[config.mk]
export PLATFORM = sky130hd
export DESIGN_NAME = led_gray_and_control_latches
export DESIGN_NICKNAME = d
export VERILOG_FILES = /design/src/led_latch_pkg.sv /design/src/led_gray_and_control_latches.sv /design/src/pin_edge_sync.sv
export SDC_FILE = /design/constraint.sdc
export NUM_CORES = 1
export LEC_CHECK = 0
export ABC_AREA = 1
export BUFFER_PORTS_ARGS = -buffer_cell sky130_fd_sc_hd__buf_2
export CAP_MARGIN = 15
export CORE_MARGIN = 2
export CORE_UTILIZATION = 40
export DETAILED_ROUTE_END_ITERATION = 12
export PLACE_DENSITY_LB_ADDON = 0.05
export SETUP_SLACK_MARGIN = 0.02
export SLEW_MARGIN = 20
export SYNTH_ARGS = -nofsm -noshare
export SYNTH_HDL_FRONTEND = slang
export SYNTH_SLANG_ARGS = --single-unit
[constraint.sdc]
create_clock -name clk_sys_in -period 2.77 [get_ports clk_sys_in]
set_input_delay 0.554 -clock clk_sys_in [delete_from_list [all_inputs] [get_ports clk_sys_in]]
set_output_delay 0.554 -clock clk_sys_in [all_outputs]
set_load 0.02 [all_outputs]
[src/led_latch_pkg.sv]
/*
 * Constants shared by the grayscale and control latch stage of a 16-channel LED driver.
 * Assumes nothing beyond a SystemVerilog compiler; bit positions are those of the shift word.
 */
package led_latch_pkg;

    localparam int          SHIFT_WIDTH  = 193;
    localparam int          SEL_BIT      = 192;
    localparam int          GS_WIDTH     = 192;
    localparam int          CTRL1_WIDTH  = 137;
    localparam int          CTRL2_WIDTH  = 119;
    localparam int          CHANNELS     = 16;
    localparam int          GS_FIELD     = 12;

    localparam int          BC_LSB       = 112;
    localparam int          BC_WIDTH     = 7;
    localparam int          BLANK_BIT    = 119;
    localparam int          REPEAT_BIT   = 120;
    localparam int          TIMING_RESET_EN_BIT   = 121;
    localparam int          SPREAD_PWM_EN_BIT    = 122;
    localparam int          OPEN_LSB     = 123;
    localparam int          SHORT_LSB    = 125;
    localparam int          LATTIME_LSB  = 127;
    localparam int          IDMENA_BIT   = 129;
    localparam int          INVISIBLE_DETECT_REPEAT_BIT   = 130;
    localparam int          PSAVE_LSB    = 134;

    localparam logic        BLANK_RST    = 1'h1;
    localparam logic [2:0]  PSAVE_RST    = 3'h7;

    localparam logic [11:0] PERIOD_LAST  = 12'hfff;
    localparam logic [11:0] COUNT_ONE    = 12'h001;
    localparam logic [11:0] DET_TIME_17  = 12'h011;
    localparam logic [11:0] DET_TIME_33  = 12'h021;
    localparam logic [11:0] DET_TIME_65  = 12'h041;

    typedef enum logic [1:0] {
        PWM_STOP  = 2'b00,
        PWM_ARMED = 2'b01,
        PWM_RUN   = 2'b10
    } pwm_state_t;

endpackage

[src/led_gray_and_control_latches.sv]
/*
 * Latch stage of a 16-channel LED driver: first and second grayscale and control latches,
 * grayscale period counter, blanking, display repeat, timing reset and detection timing.
 * Assumes the common shift word comes from logic on clk_sys_in and is stable around each
 * strobe edge; the strobe and grayscale clock are pins and are synchronised here.
 */
module led_gray_and_control_latches
    import led_latch_pkg::*;
(
    input  wire logic                   clk_sys_in,
    input  wire logic                   srst_in,
    input  wire logic [SHIFT_WIDTH-1:0] shift_word_in,
    input  wire logic                   latch_strobe_in,
    input  wire logic                   gray_count_clock_in,
    output logic [GS_WIDTH-1:0]         channel_gray_level_out,
    output logic [CTRL2_WIDTH-1:0]      control_second_out,
    output logic [BC_WIDTH-1:0]         global_brightness_out,
    output logic [CHANNELS-1:0]         channel_on_out,
    output logic [11:0]                 gray_count_out,
    output logic                        outputs_blank_out,
    output logic                        auto_repeat_en_out,
    output logic                        timing_reset_en_out,
    output logic                        spread_pwm_en_out,
    output logic [1:0]                  open_threshold_sel_out,
    output logic [1:0]                  short_threshold_sel_out,
    output logic [1:0]                  detect_latch_time_sel_out,
    output logic                        invisible_detect_en_out,
    output logic                        invisible_detect_repeat_out,
    output logic [2:0]                  power_save_sel_out,
    output logic                        detect_latch_out
);
    logic                   strobe_rise;
    logic                   gs_rise;
    logic                   gray_write;
    logic                   ctrl_write;
    logic                   gs_copy;
    logic                   bc_copy;
    logic                   period_end;
    logic                   one_shot_detect;
    logic [11:0]            det_target;

    logic [GS_WIDTH-1:0]    gray_level_first_latch_reg;
    logic [GS_WIDTH-1:0]    gray_level_first_latch_next;
    logic [GS_WIDTH-1:0]    gray_second_reg;
    logic [GS_WIDTH-1:0]    gray_second_next;
    logic [CTRL1_WIDTH-1:0] control_first_latch_reg;
    logic [CTRL1_WIDTH-1:0] control_first_latch_next;
    logic [CTRL2_WIDTH-1:0] control_second_reg;
    logic [CTRL2_WIDTH-1:0] control_second_next;
    pwm_state_t             pwm_state_reg;
    pwm_state_t             pwm_state_next;
    logic [11:0]            count_reg;
    logic [11:0]            count_next;
    logic [CHANNELS-1:0]    channel_on_reg;
    logic [CHANNELS-1:0]    channel_on_next;
    logic                   gs_pend_reg;
    logic                   gs_pend_next;
    logic                   fresh_reg;
    logic                   fresh_next;
    logic                   detect_reg;
    logic                   detect_next;

    pin_edge_sync u_strobe_sync (
        .clk_sys_in (clk_sys_in),
        .srst_in    (srst_in),
        .pin_in     (latch_strobe_in),
        .rise_out   (strobe_rise)
    );

    pin_edge_sync u_gray_count_clock_sync (
        .clk_sys_in (clk_sys_in),
        .srst_in    (srst_in),
        .pin_in     (gray_count_clock_in),
        .rise_out   (gs_rise)
    );

    // Latch selection by the top bit alone
    assign gray_write = strobe_rise & ~shift_word_in[SEL_BIT];
    assign ctrl_write = strobe_rise &  shift_word_in[SEL_BIT];
    assign period_end = gs_rise && (pwm_state_reg == PWM_RUN) && (count_reg == PERIOD_LAST);

    // Latch group
    always_comb begin
        gray_level_first_latch_next = gray_level_first_latch_reg;
        control_first_latch_next    = control_first_latch_reg;
        if (gray_write) begin
            gray_level_first_latch_next = shift_word_in[GS_WIDTH-1:0];
        end
        if (ctrl_write) begin
            control_first_latch_next = shift_word_in[CTRL1_WIDTH-1:0];
        end
        // Copy on blank, timing reset strobe, or period end; grayscale copies at period end only with repeat
        gs_copy = control_first_latch_next[BLANK_BIT]
                  || (gray_write && control_first_latch_reg[TIMING_RESET_EN_BIT])
                  || (period_end && control_first_latch_reg[REPEAT_BIT]);
        bc_copy = control_first_latch_next[BLANK_BIT]
                  || (gray_write && control_first_latch_reg[TIMING_RESET_EN_BIT])
                  || period_end;
        gray_second_next    = gs_copy ? gray_level_first_latch_next : gray_second_reg;
        control_second_next = bc_copy ? control_first_latch_next[CTRL2_WIDTH-1:0]
                                      : control_second_reg;
    end

    always_ff @(posedge clk_sys_in) begin
        if (srst_in) begin
            gray_level_first_latch_reg <= '0;
            gray_second_reg            <= '0;
            control_second_reg         <= '0;
            control_first_latch_reg    <= '0;
            // Blank on and power save all ones after reset
            control_first_latch_reg[BLANK_BIT]            <= BLANK_RST;
            control_first_latch_reg[PSAVE_LSB+2:PSAVE_LSB] <= PSAVE_RST;
        end else begin
            gray_level_first_latch_reg <= gray_level_first_latch_next;
            gray_second_reg            <= gray_second_next;
            control_first_latch_reg    <= control_first_latch_next;
            control_second_reg         <= control_second_next;
        end
    end

    // Display timing group
    always_comb begin
        pwm_state_next = pwm_state_reg;
        count_next     = count_reg;
        if (control_first_latch_next[BLANK_BIT]) begin
            pwm_state_next = PWM_STOP;
            count_next     = '0;
        end else if (gray_write && control_first_latch_reg[TIMING_RESET_EN_BIT]) begin
            pwm_state_next = PWM_ARMED;
            count_next     = '0;
        end else begin
            case (pwm_state_reg)
                PWM_STOP: begin
                    if (control_first_latch_reg[BLANK_BIT]) begin
                        pwm_state_next = PWM_ARMED;
                    end
                end
                PWM_ARMED: begin
                    if (gs_rise) begin
                        pwm_state_next = PWM_RUN;
                        count_next     = COUNT_ONE;
                    end
                end
                PWM_RUN: begin
                    if (period_end) begin
                        count_next = '0;
                        if (!control_first_latch_reg[REPEAT_BIT]) begin
                            pwm_state_next = PWM_STOP;
                        end
                    end else if (gs_rise) begin
                        count_next = count_reg + COUNT_ONE;
                    end
                end
                default: begin
                    pwm_state_next = PWM_STOP;
                    count_next     = '0;
                end
            endcase
        end
    end

    // Conventional PWM per channel from the second latch
    genvar ch;
    generate
        for (ch = 0; ch < CHANNELS; ch++) begin : g_chan
            // Count zero after a repeat wrap is a gap, so a zero level stays dark
            assign channel_on_next[ch] = (pwm_state_reg == PWM_RUN) && (count_reg != '0)
                && (count_reg <= gray_second_reg[GS_FIELD*ch +: GS_FIELD]);
        end
    endgenerate

    always_ff @(posedge clk_sys_in) begin
        if (srst_in) begin
            pwm_state_reg  <= PWM_STOP;
            count_reg      <= '0;
            channel_on_reg <= '0;
        end else begin
            pwm_state_reg  <= pwm_state_next;
            count_reg      <= count_next;
            channel_on_reg <= channel_on_next;
        end
    end

    // Detection timing group
    always_comb begin
        case (control_first_latch_reg[LATTIME_LSB+1:LATTIME_LSB])
            2'h0:    det_target = DET_TIME_17;
            2'h1:    det_target = DET_TIME_33;
            2'h2:    det_target = DET_TIME_65;
            default: det_target = '0;
        endcase
        one_shot_detect = control_first_latch_reg[REPEAT_BIT]
                          && !control_first_latch_reg[INVISIBLE_DETECT_REPEAT_BIT];
        detect_next = gs_rise && (pwm_state_next == PWM_RUN) && (det_target != '0)
                      && (count_next == det_target) && (!one_shot_detect || fresh_reg);
        gs_pend_next = gs_copy ? 1'h0 : (gs_pend_reg | gray_write);
        fresh_next   = detect_next ? 1'h0 : fresh_reg;
        if (gs_copy && (gs_pend_reg || gray_write)) begin
            fresh_next = 1'h1;
        end
    end

    always_ff @(posedge clk_sys_in) begin
        if (srst_in) begin
            gs_pend_reg <= 1'h0;
            fresh_reg   <= 1'h0;
            detect_reg  <= 1'h0;
        end else begin
            gs_pend_reg <= gs_pend_next;
            fresh_reg   <= fresh_next;
            detect_reg  <= detect_next;
        end
    end

    // Outputs from flops
    assign channel_gray_level_out      = gray_second_reg;
    assign control_second_out          = control_second_reg;
    assign global_brightness_out       = control_second_reg[BC_LSB +: BC_WIDTH];
    assign channel_on_out              = channel_on_reg;
    assign gray_count_out              = count_reg;
    assign outputs_blank_out           = control_first_latch_reg[BLANK_BIT];
    assign auto_repeat_en_out          = control_first_latch_reg[REPEAT_BIT];
    assign timing_reset_en_out         = control_first_latch_reg[TIMING_RESET_EN_BIT];
    assign spread_pwm_en_out           = control_first_latch_reg[SPREAD_PWM_EN_BIT];
    assign open_threshold_sel_out      = control_first_latch_reg[OPEN_LSB +: 2];
    assign short_threshold_sel_out     = control_first_latch_reg[SHORT_LSB +: 2];
    assign detect_latch_time_sel_out   = control_first_latch_reg[LATTIME_LSB +: 2];
    assign invisible_detect_en_out     = control_first_latch_reg[IDMENA_BIT];
    assign invisible_detect_repeat_out = control_first_latch_reg[INVISIBLE_DETECT_REPEAT_BIT];
    assign power_save_sel_out          = control_first_latch_reg[PSAVE_LSB +: 3];
    assign detect_latch_out            = detect_reg;
endmodule // led_gray_and_control_latches

[src/pin_edge_sync.sv]
/*
 * Two-flop synchroniser with rising-edge detector for a pin from outside the clock domain.
 * Assumes the pin stays at each level for at least two system clock periods.
 */
module pin_edge_sync (
    input  wire logic clk_sys_in,
    input  wire logic srst_in,
    input  wire logic pin_in,
    output logic      rise_out
);
    logic meta_reg;
    logic meta_next;
    logic stable_reg;
    logic stable_next;
    logic prev_reg;
    logic prev_next;

    always_comb begin
        meta_next   = pin_in;
        stable_next = meta_reg;
        prev_next   = stable_reg;
    end

    always_ff @(posedge clk_sys_in) begin
        if (srst_in) begin
            meta_reg   <= 1'h0;
            stable_reg <= 1'h0;
            prev_reg   <= 1'h0;
        end else begin
            meta_reg   <= meta_next;
            stable_reg <= stable_next;
            prev_reg   <= prev_next;
        end
    end

    // Edge seen only after the second flop
    assign rise_out = stable_reg & ~prev_reg;

endmodule // pin_edge_sync
Word level (Yosys, flattened, before mapping)
Index checks and enable logic that the tools add are counted.
{"block": "word_totals", "word_cells": 107, "register_bits": 679, "out_inout_bits": 362, "input_bits": 197}
{"block": "op_classes", "n_eq_ne": 7, "n_bitwise": 8, "muxes": 18, "n_lt_le_gt_ge": 16, "reduce_logical": 40, "addsub": 1}
{"operator": "$le 12x12->1", "count": 16}
{"operator": "$mux 192", "count": 1}
{"operator": "$mux 120", "count": 1}
{"operator": "$mux 12", "count": 5}
{"operator": "$pmux 12 s3", "count": 1}
{"operator": "$logic_and 1x1->1", "count": 27}
{"operator": "$reduce_bool 12->1", "count": 2}
{"operator": "$pmux 7 s3", "count": 1}
{"operator": "$add 12x1->12 const B", "count": 1}
{"operator": "$eq 12x12->1", "count": 1}
{"operator": "$eq 12x12->1 const B", "count": 1}
{"operator": "$mux 2", "count": 6}
{"operator": "$eq 2x2->1 const B", "count": 3}
{"operator": "$pmux 2 s3", "count": 1}
{"operator": "$logic_or 1x1->1", "count": 5}
{"operator": "$and 1x1->1", "count": 4}
{"operator": "$eq 2x1->1 const B", "count": 2}
{"operator": "$logic_not 2->1", "count": 2}
{"operator": "$not 1->1", "count": 3}
{"operator": "$logic_not 1->1", "count": 2}
{"operator": "$mux 1", "count": 2}
{"operator": "$reduce_bool 2->1", "count": 1}
{"operator": "$reduce_or 2->1", "count": 1}
{"operator": "$or 1x1->1", "count": 1}

Depth between registers and ports, before layout
{"block": "depth", "word_depth": 15, "ltp_mapped": 16, "depth_no_buf": 15}

Hierarchy
From an unflattened synthesis, not the netlist that was laid out.
{"block": "unflattened", "cells_unflattened": 3540, "area_unflattened_um2": 29528.3}
{"module": "led_gray_and_control_latches", "cells_per_inst": 3520, "instances": 1, "seq_area_each_um2": 13412.9, "area_each_um2": 29355.7}
{"module": "pin_edge_sync", "cells_per_inst": 10, "instances": 2, "seq_area_each_um2": 60.1, "area_each_um2": 86.3}

Least setup slack after synthesis
Ideal clock, no wire load.
{"block": "synth_path", "path_kind": "reg-to-reg", "start": "register count_reg[1] (netlist: gray_count_out[1])", "end": "register fresh_reg", "setup_slack_ns": 0.434, "setup_time_ns": 0.112, "path_buffers": 0, "stages_incl_launch_ff": 15, "arrival_ns": 2.224, "required_ns": 2.658, "period_less_slack_ns": 2.336, "cell_sequence": "dfxtp_1 ha_1 nand2_1 nor2_1 nand3_1 nor2_1 nor2_1 nand2_1 nand2_1 nand2_1 nand3_1 nor2_1 nand4_1 nand2_1 nand2_1"}
{"block": "synth_between", "elab_chain_len": 12, "word_cells_on_any_way": 24, "classes_between": "1 x add/sub; 3 x eq/ne; 11 x mux; 9 x reduce/logical"}
{"element": "from (decl)", "line": "led_gray_and_control_latches.sv:52", "source": "logic [11:0] count_reg;"}
{"element": "from (signal assigned)", "line": "led_gray_and_control_latches.sv:179", "source": "count_reg <= count_next;"}
{"element": "branches (longest 12 deep; another with $add 12x1->12)"}
{"element": "to (signal assigned)", "line": "led_gray_and_control_latches.sv:210", "source": "fresh_reg <= fresh_next;"}
{"element": "to (decl)", "line": "led_gray_and_control_latches.sv:58", "source": "logic fresh_reg;"}
Several ways; the timed one is not identified.
A chain may end at the register's enable or synchronous reset.

Worst setup path in the final report
{"block": "layout_path", "start": "register count_reg[5] (netlist: gray_count_out[5])", "end": "output port gray_count_out[5]"}
{"element": "to (decl)", "line": "led_gray_and_control_latches.sv:19", "source": "output logic [11:0] gray_count_out,"}
No word-level cell between the ends.

==> impl_summary.txt <==
----------------------------------------------------
[Detailed routing]
  Total number of vias ... about 23000
  Total Wirelength ... ~90000 um
  Drt wl/cell ... approximately 19 um
  DRC violation count after routing ... 0
  Iteration-0 DRC count of the detailed router ... approximately 1200
  Final ANT Viol Nets ... 0
  Post-DR vias/cell ... roughly 5
  Number of detailed-route iterations in the first pass ... 5

[Logic synthesis]
  Netlist area before placement ... slightly below 30000 um^2
  Top flip-flop cell by instance count after synthesis ... sky130_fd_sc_hd__dfxtp_1
  Sequential element share of the synthesized area ... 0.468
  Number of synthesized flops with an enable pin ... 0
  Number of library cell types mapped by synthesis ... 35
  Mapped Avg Cell Area ... 9.31 um^2
  Synthesis warning total ... 0
  Fraction of synthesis flops using an asynchronous set or reset pin ... 0
  Number of synthesized register bits ... ~680
  Post-Synthesis Net Count ... approximately 3500
  Count of mapped cells out of synthesis ... between 3000 and 4000

[Worst setup path]
  Worst reg2reg path startpoint ... gray_count_out[0]
  Setup crit start kind ... flop
  Cell at the slowest stage of the critical path ... sky130_fd_sc_hd__dfxtp_2
  Type of the setup path with the least slack ... flop to output port
  Worst path required time ... about 2200 ps
  Maximum fanout encountered on the critical timing path ... 19
  Data arrival time of the critical path ... about 1900 ps
  Worst flop-to-flop path endpoint ... control_second_out[45]
  Worst-case register-to-register setup slack ... ~360 ps
  Slowest cell delay on critical path ... ~500 ps
  Endpoint kind of the worst setup timing path ... output port
  Crit path cell chain ... buf_4 -> buf_2
  Reg2Reg Depth ... 10
  Critical Path Start ... gray_count_out[5]

[GRT]
  Largest net degree at the start of global routing ... between 100 and 150
  Aggregate global routing overflow ... 0
  Wire length of the first global-routing pass ... 136000 um
  Initial antenna violation count ... 2
  Total track usage ... 0.236
  Vias in the first global route ... 23200

[Clocking]
  Deepest level of the CTS H-tree ... 3
  Post-CTS setup-driven buffer insertion count ... 0
  CTS sink count ... between 600 and 700
  CTS clock-pin slew for the worst setup and hold paths ... 60 ps
  Post-cts sizing count ... 0
  CTS tree ... yes
  CTS Buffer Depth ... 3
  Hold Buf Count CTS ... 0
  Number of clock buffers inserted by TritonCTS ... 77
  CTS root buffer ... sky130_fd_sc_hd__clkbuf_16
  Clock latency on the worst-skew pair ... 620 ps

[Floorplanning]
  Starting density of the core ... 0.404
  Core area ... between 70000 and 80000 um^2
  Horizontal extent of the die ... roughly 270 um
  Standard-cell rows ... 98
  I/O pins ... between 500 and 600
  Die Span Y ... 273 um
  Die Area ... 74400 um^2

[Layout]
  Commonest non-fill, non-tap cell in the layout ... sky130_fd_sc_hd__dfxtp_1
  P&R area growth vs syn ... 22.0%
  Final nets ... roughly 4000
  Most frequent cells in the layout ... 665 x sky130_fd_sc_hd__dfxtp_1, 577 x sky130_fd_sc_hd__nor2_1, 557 x sky130_fd_sc_hd__buf_2
  Layout cell share with drive strength beyond 1 ... 0.251
  Area taken by flip-flops and latches ... ~14000 um^2
  Final std cells w/o fill ... 4618
  Layout fillers ... between 6000 and 7000
  Area of the multi-input gates ... roughly 13000 um^2

[STA]
  Highest clock frequency the design can meet ... just over 0.4 GHz
  Worst slew pin tran ... approximately 1000 ps
  Final-report setup violation count ... 0
  Normalized max-slew margin ... 0.319
  Total negative slack ... 0 ps
  Time the final worst path needs with I/O delays and setup ... between 2000 and 2500 ps
  Period utilization ... 0.880
  RSZ-0062 raised after global routing ... false
  Count of final hold-check violations ... 0
  Clk_skew ... ~19 ps
  Slew Viols, Final ... 0

[Pwr]
  Power per cell area ... between 600 and 700 nW/um^2
  Proportion of total power due to net switching ... 0.248
  Internal power consumption ... 17.0 mW
  Clock share of power ... 0.461
  Proportion of power drawn by flip-flops and latches ... 0.450
  Leakage component of the power ... ~18 nW
  VDD IR max ... 481 uV
  Part of the total power dissipated in combinational logic ... 0.089
  Net switching power ... 5.62 mW

[Min path]
  Source of the worst hold timing path ... shift_word_in[135]
  Type of the tightest min-delay check ... primary input to flop
  WHS Endpoint ... control_first_latch_reg[135]
  Cell count of the worst hold path ... 3

[Job]
  Max-cap violation count ... 0

[Outcome]
  Status ... complete, no violations

[Placed design]
  DP Wirelength ... 63200 um
  Placer's final routability congestion estimate ... 0.831
  Count of input and output buffers ... approximately 560
  Placed cell count ... approximately 4500

----------------------------------------------------
==> power groups by stage <==
stage                     clock, mW  combinational (mW)  sequential [mW]
final                          10.4                2.02             10.2
after CTS                      10.7                2.04             10.2
after global routing           11.1                2.22             10.2
after global placement            0                2.01             10.4
after floorplan                   0                1.10             10.6
after detailed placement          0                2.03             10.4
==> synth_stat cells, types with 11 or more instances <==
master | number | area share
sky130_fd_sc_hd__buf_2 | 62 | 0.011
sky130_fd_sc_hd__a211oi_1 | 48 | 0.012
sky130_fd_sc_hd__mux2i_1 | 311 | 0.11
sky130_fd_sc_hd__buf_4 | 52 | 0.014
sky130_fd_sc_hd__nor2_1 | 577 | 0.075
sky130_fd_sc_hd__ha_1 | 195 | 0.084
sky130_fd_sc_hd__o211ai_1 | 11 | 0.0029
sky130_fd_sc_hd__nand4_1 | 29 | 0.0063
sky130_fd_sc_hd__inv_1 | 246 | 0.032
sky130_fd_sc_hd__clkbuf_1 | 83 | 0.011
sky130_fd_sc_hd__nor3_1 | 16 | 0.0028
sky130_fd_sc_hd__a21oi_1 | 220 | 0.038
sky130_fd_sc_hd__a211oi_2 | 150 | 0.065
sky130_fd_sc_hd__nand2_1 | 183 | 0.024
sky130_fd_sc_hd__o21ai_0 | 140 | 0.024
sky130_fd_sc_hd__dfxtp_1 | 676 | 0.47
sky130_fd_sc_hd__nand3_1 | 58 | 0.010
sky130_fd_sc_hd__nand3b_1 | 12 | 0.0031
==> cells by family after synthesis <==
logic type	Yosys count	share of synthesized area
buffers and inverters	447	0.0675
flip-flops	676	0.468
adder cells (fa/ha/maj)	195	0.0844
AO/OA/AOI/OAI	594	0.149
AND/OR/NAND/NOR	881	0.122
XOR/XNOR	1	0.000303
multiplexers	311	0.108
==> worst max-delay path, delay by kind of cell, from the launching register on <==
| family | cells | cell delay [ps] |
|---|---|---|
| flip-flops | 1 | 510 |
| buffers and inverters | 2 | 750 |
==> stage by stage <==
step,hold slack [ps],area (um^2),worst slack [ps],utilization,total power [mW]
final,154,35200,333,0.493,22.6
after global routing,153,35200,42.3,0.493,23.6
after CTS,124,35200,306,0.493,22.9
after floorplan,388,28900,434,-,11.7
after detailed placement,405,32600,385,0.456,12.4
after global placement,405,32600,438,0.456,12.4
==> area by class of cell <==
cell class	instances	area share
sequential	676	0.384
antenna	1	0.0000710
inverter	250	0.0270
multi-input combinational	1982	0.381
clock inverter	29	0.00880
timing repair buffer	617	0.0995
clock buffer	113	0.0657
tap	950	0.0337
==> metal layers <==
metal / GRT usage / share of wire / vias up
met2: 0.400 / 0.48 / 535
met5: 0 / 0 / -
met3: 0.0525 / 0.061 / 131
met1: 0.297 / 0.44 / 11000
met4: 0.0745 / 0.026 / 0
li1: - / - / 11500
==> worst max-delay path by stage <==
stage	cells after the start	to	slack, ps
2_1_floorplan	14	fresh_reg	430
4_1_cts	3	gray_count_out[6]	310
6_report	2	gray_count_out[5]	330
5_1_grt	10	control_second_out[116]	40
3_5_place_dp	11	channel_gray_level_out[16]	380
3_3_place_gp	11	channel_gray_level_out[31]	440
Note: power is estimated with default switching activity, not from simulation.
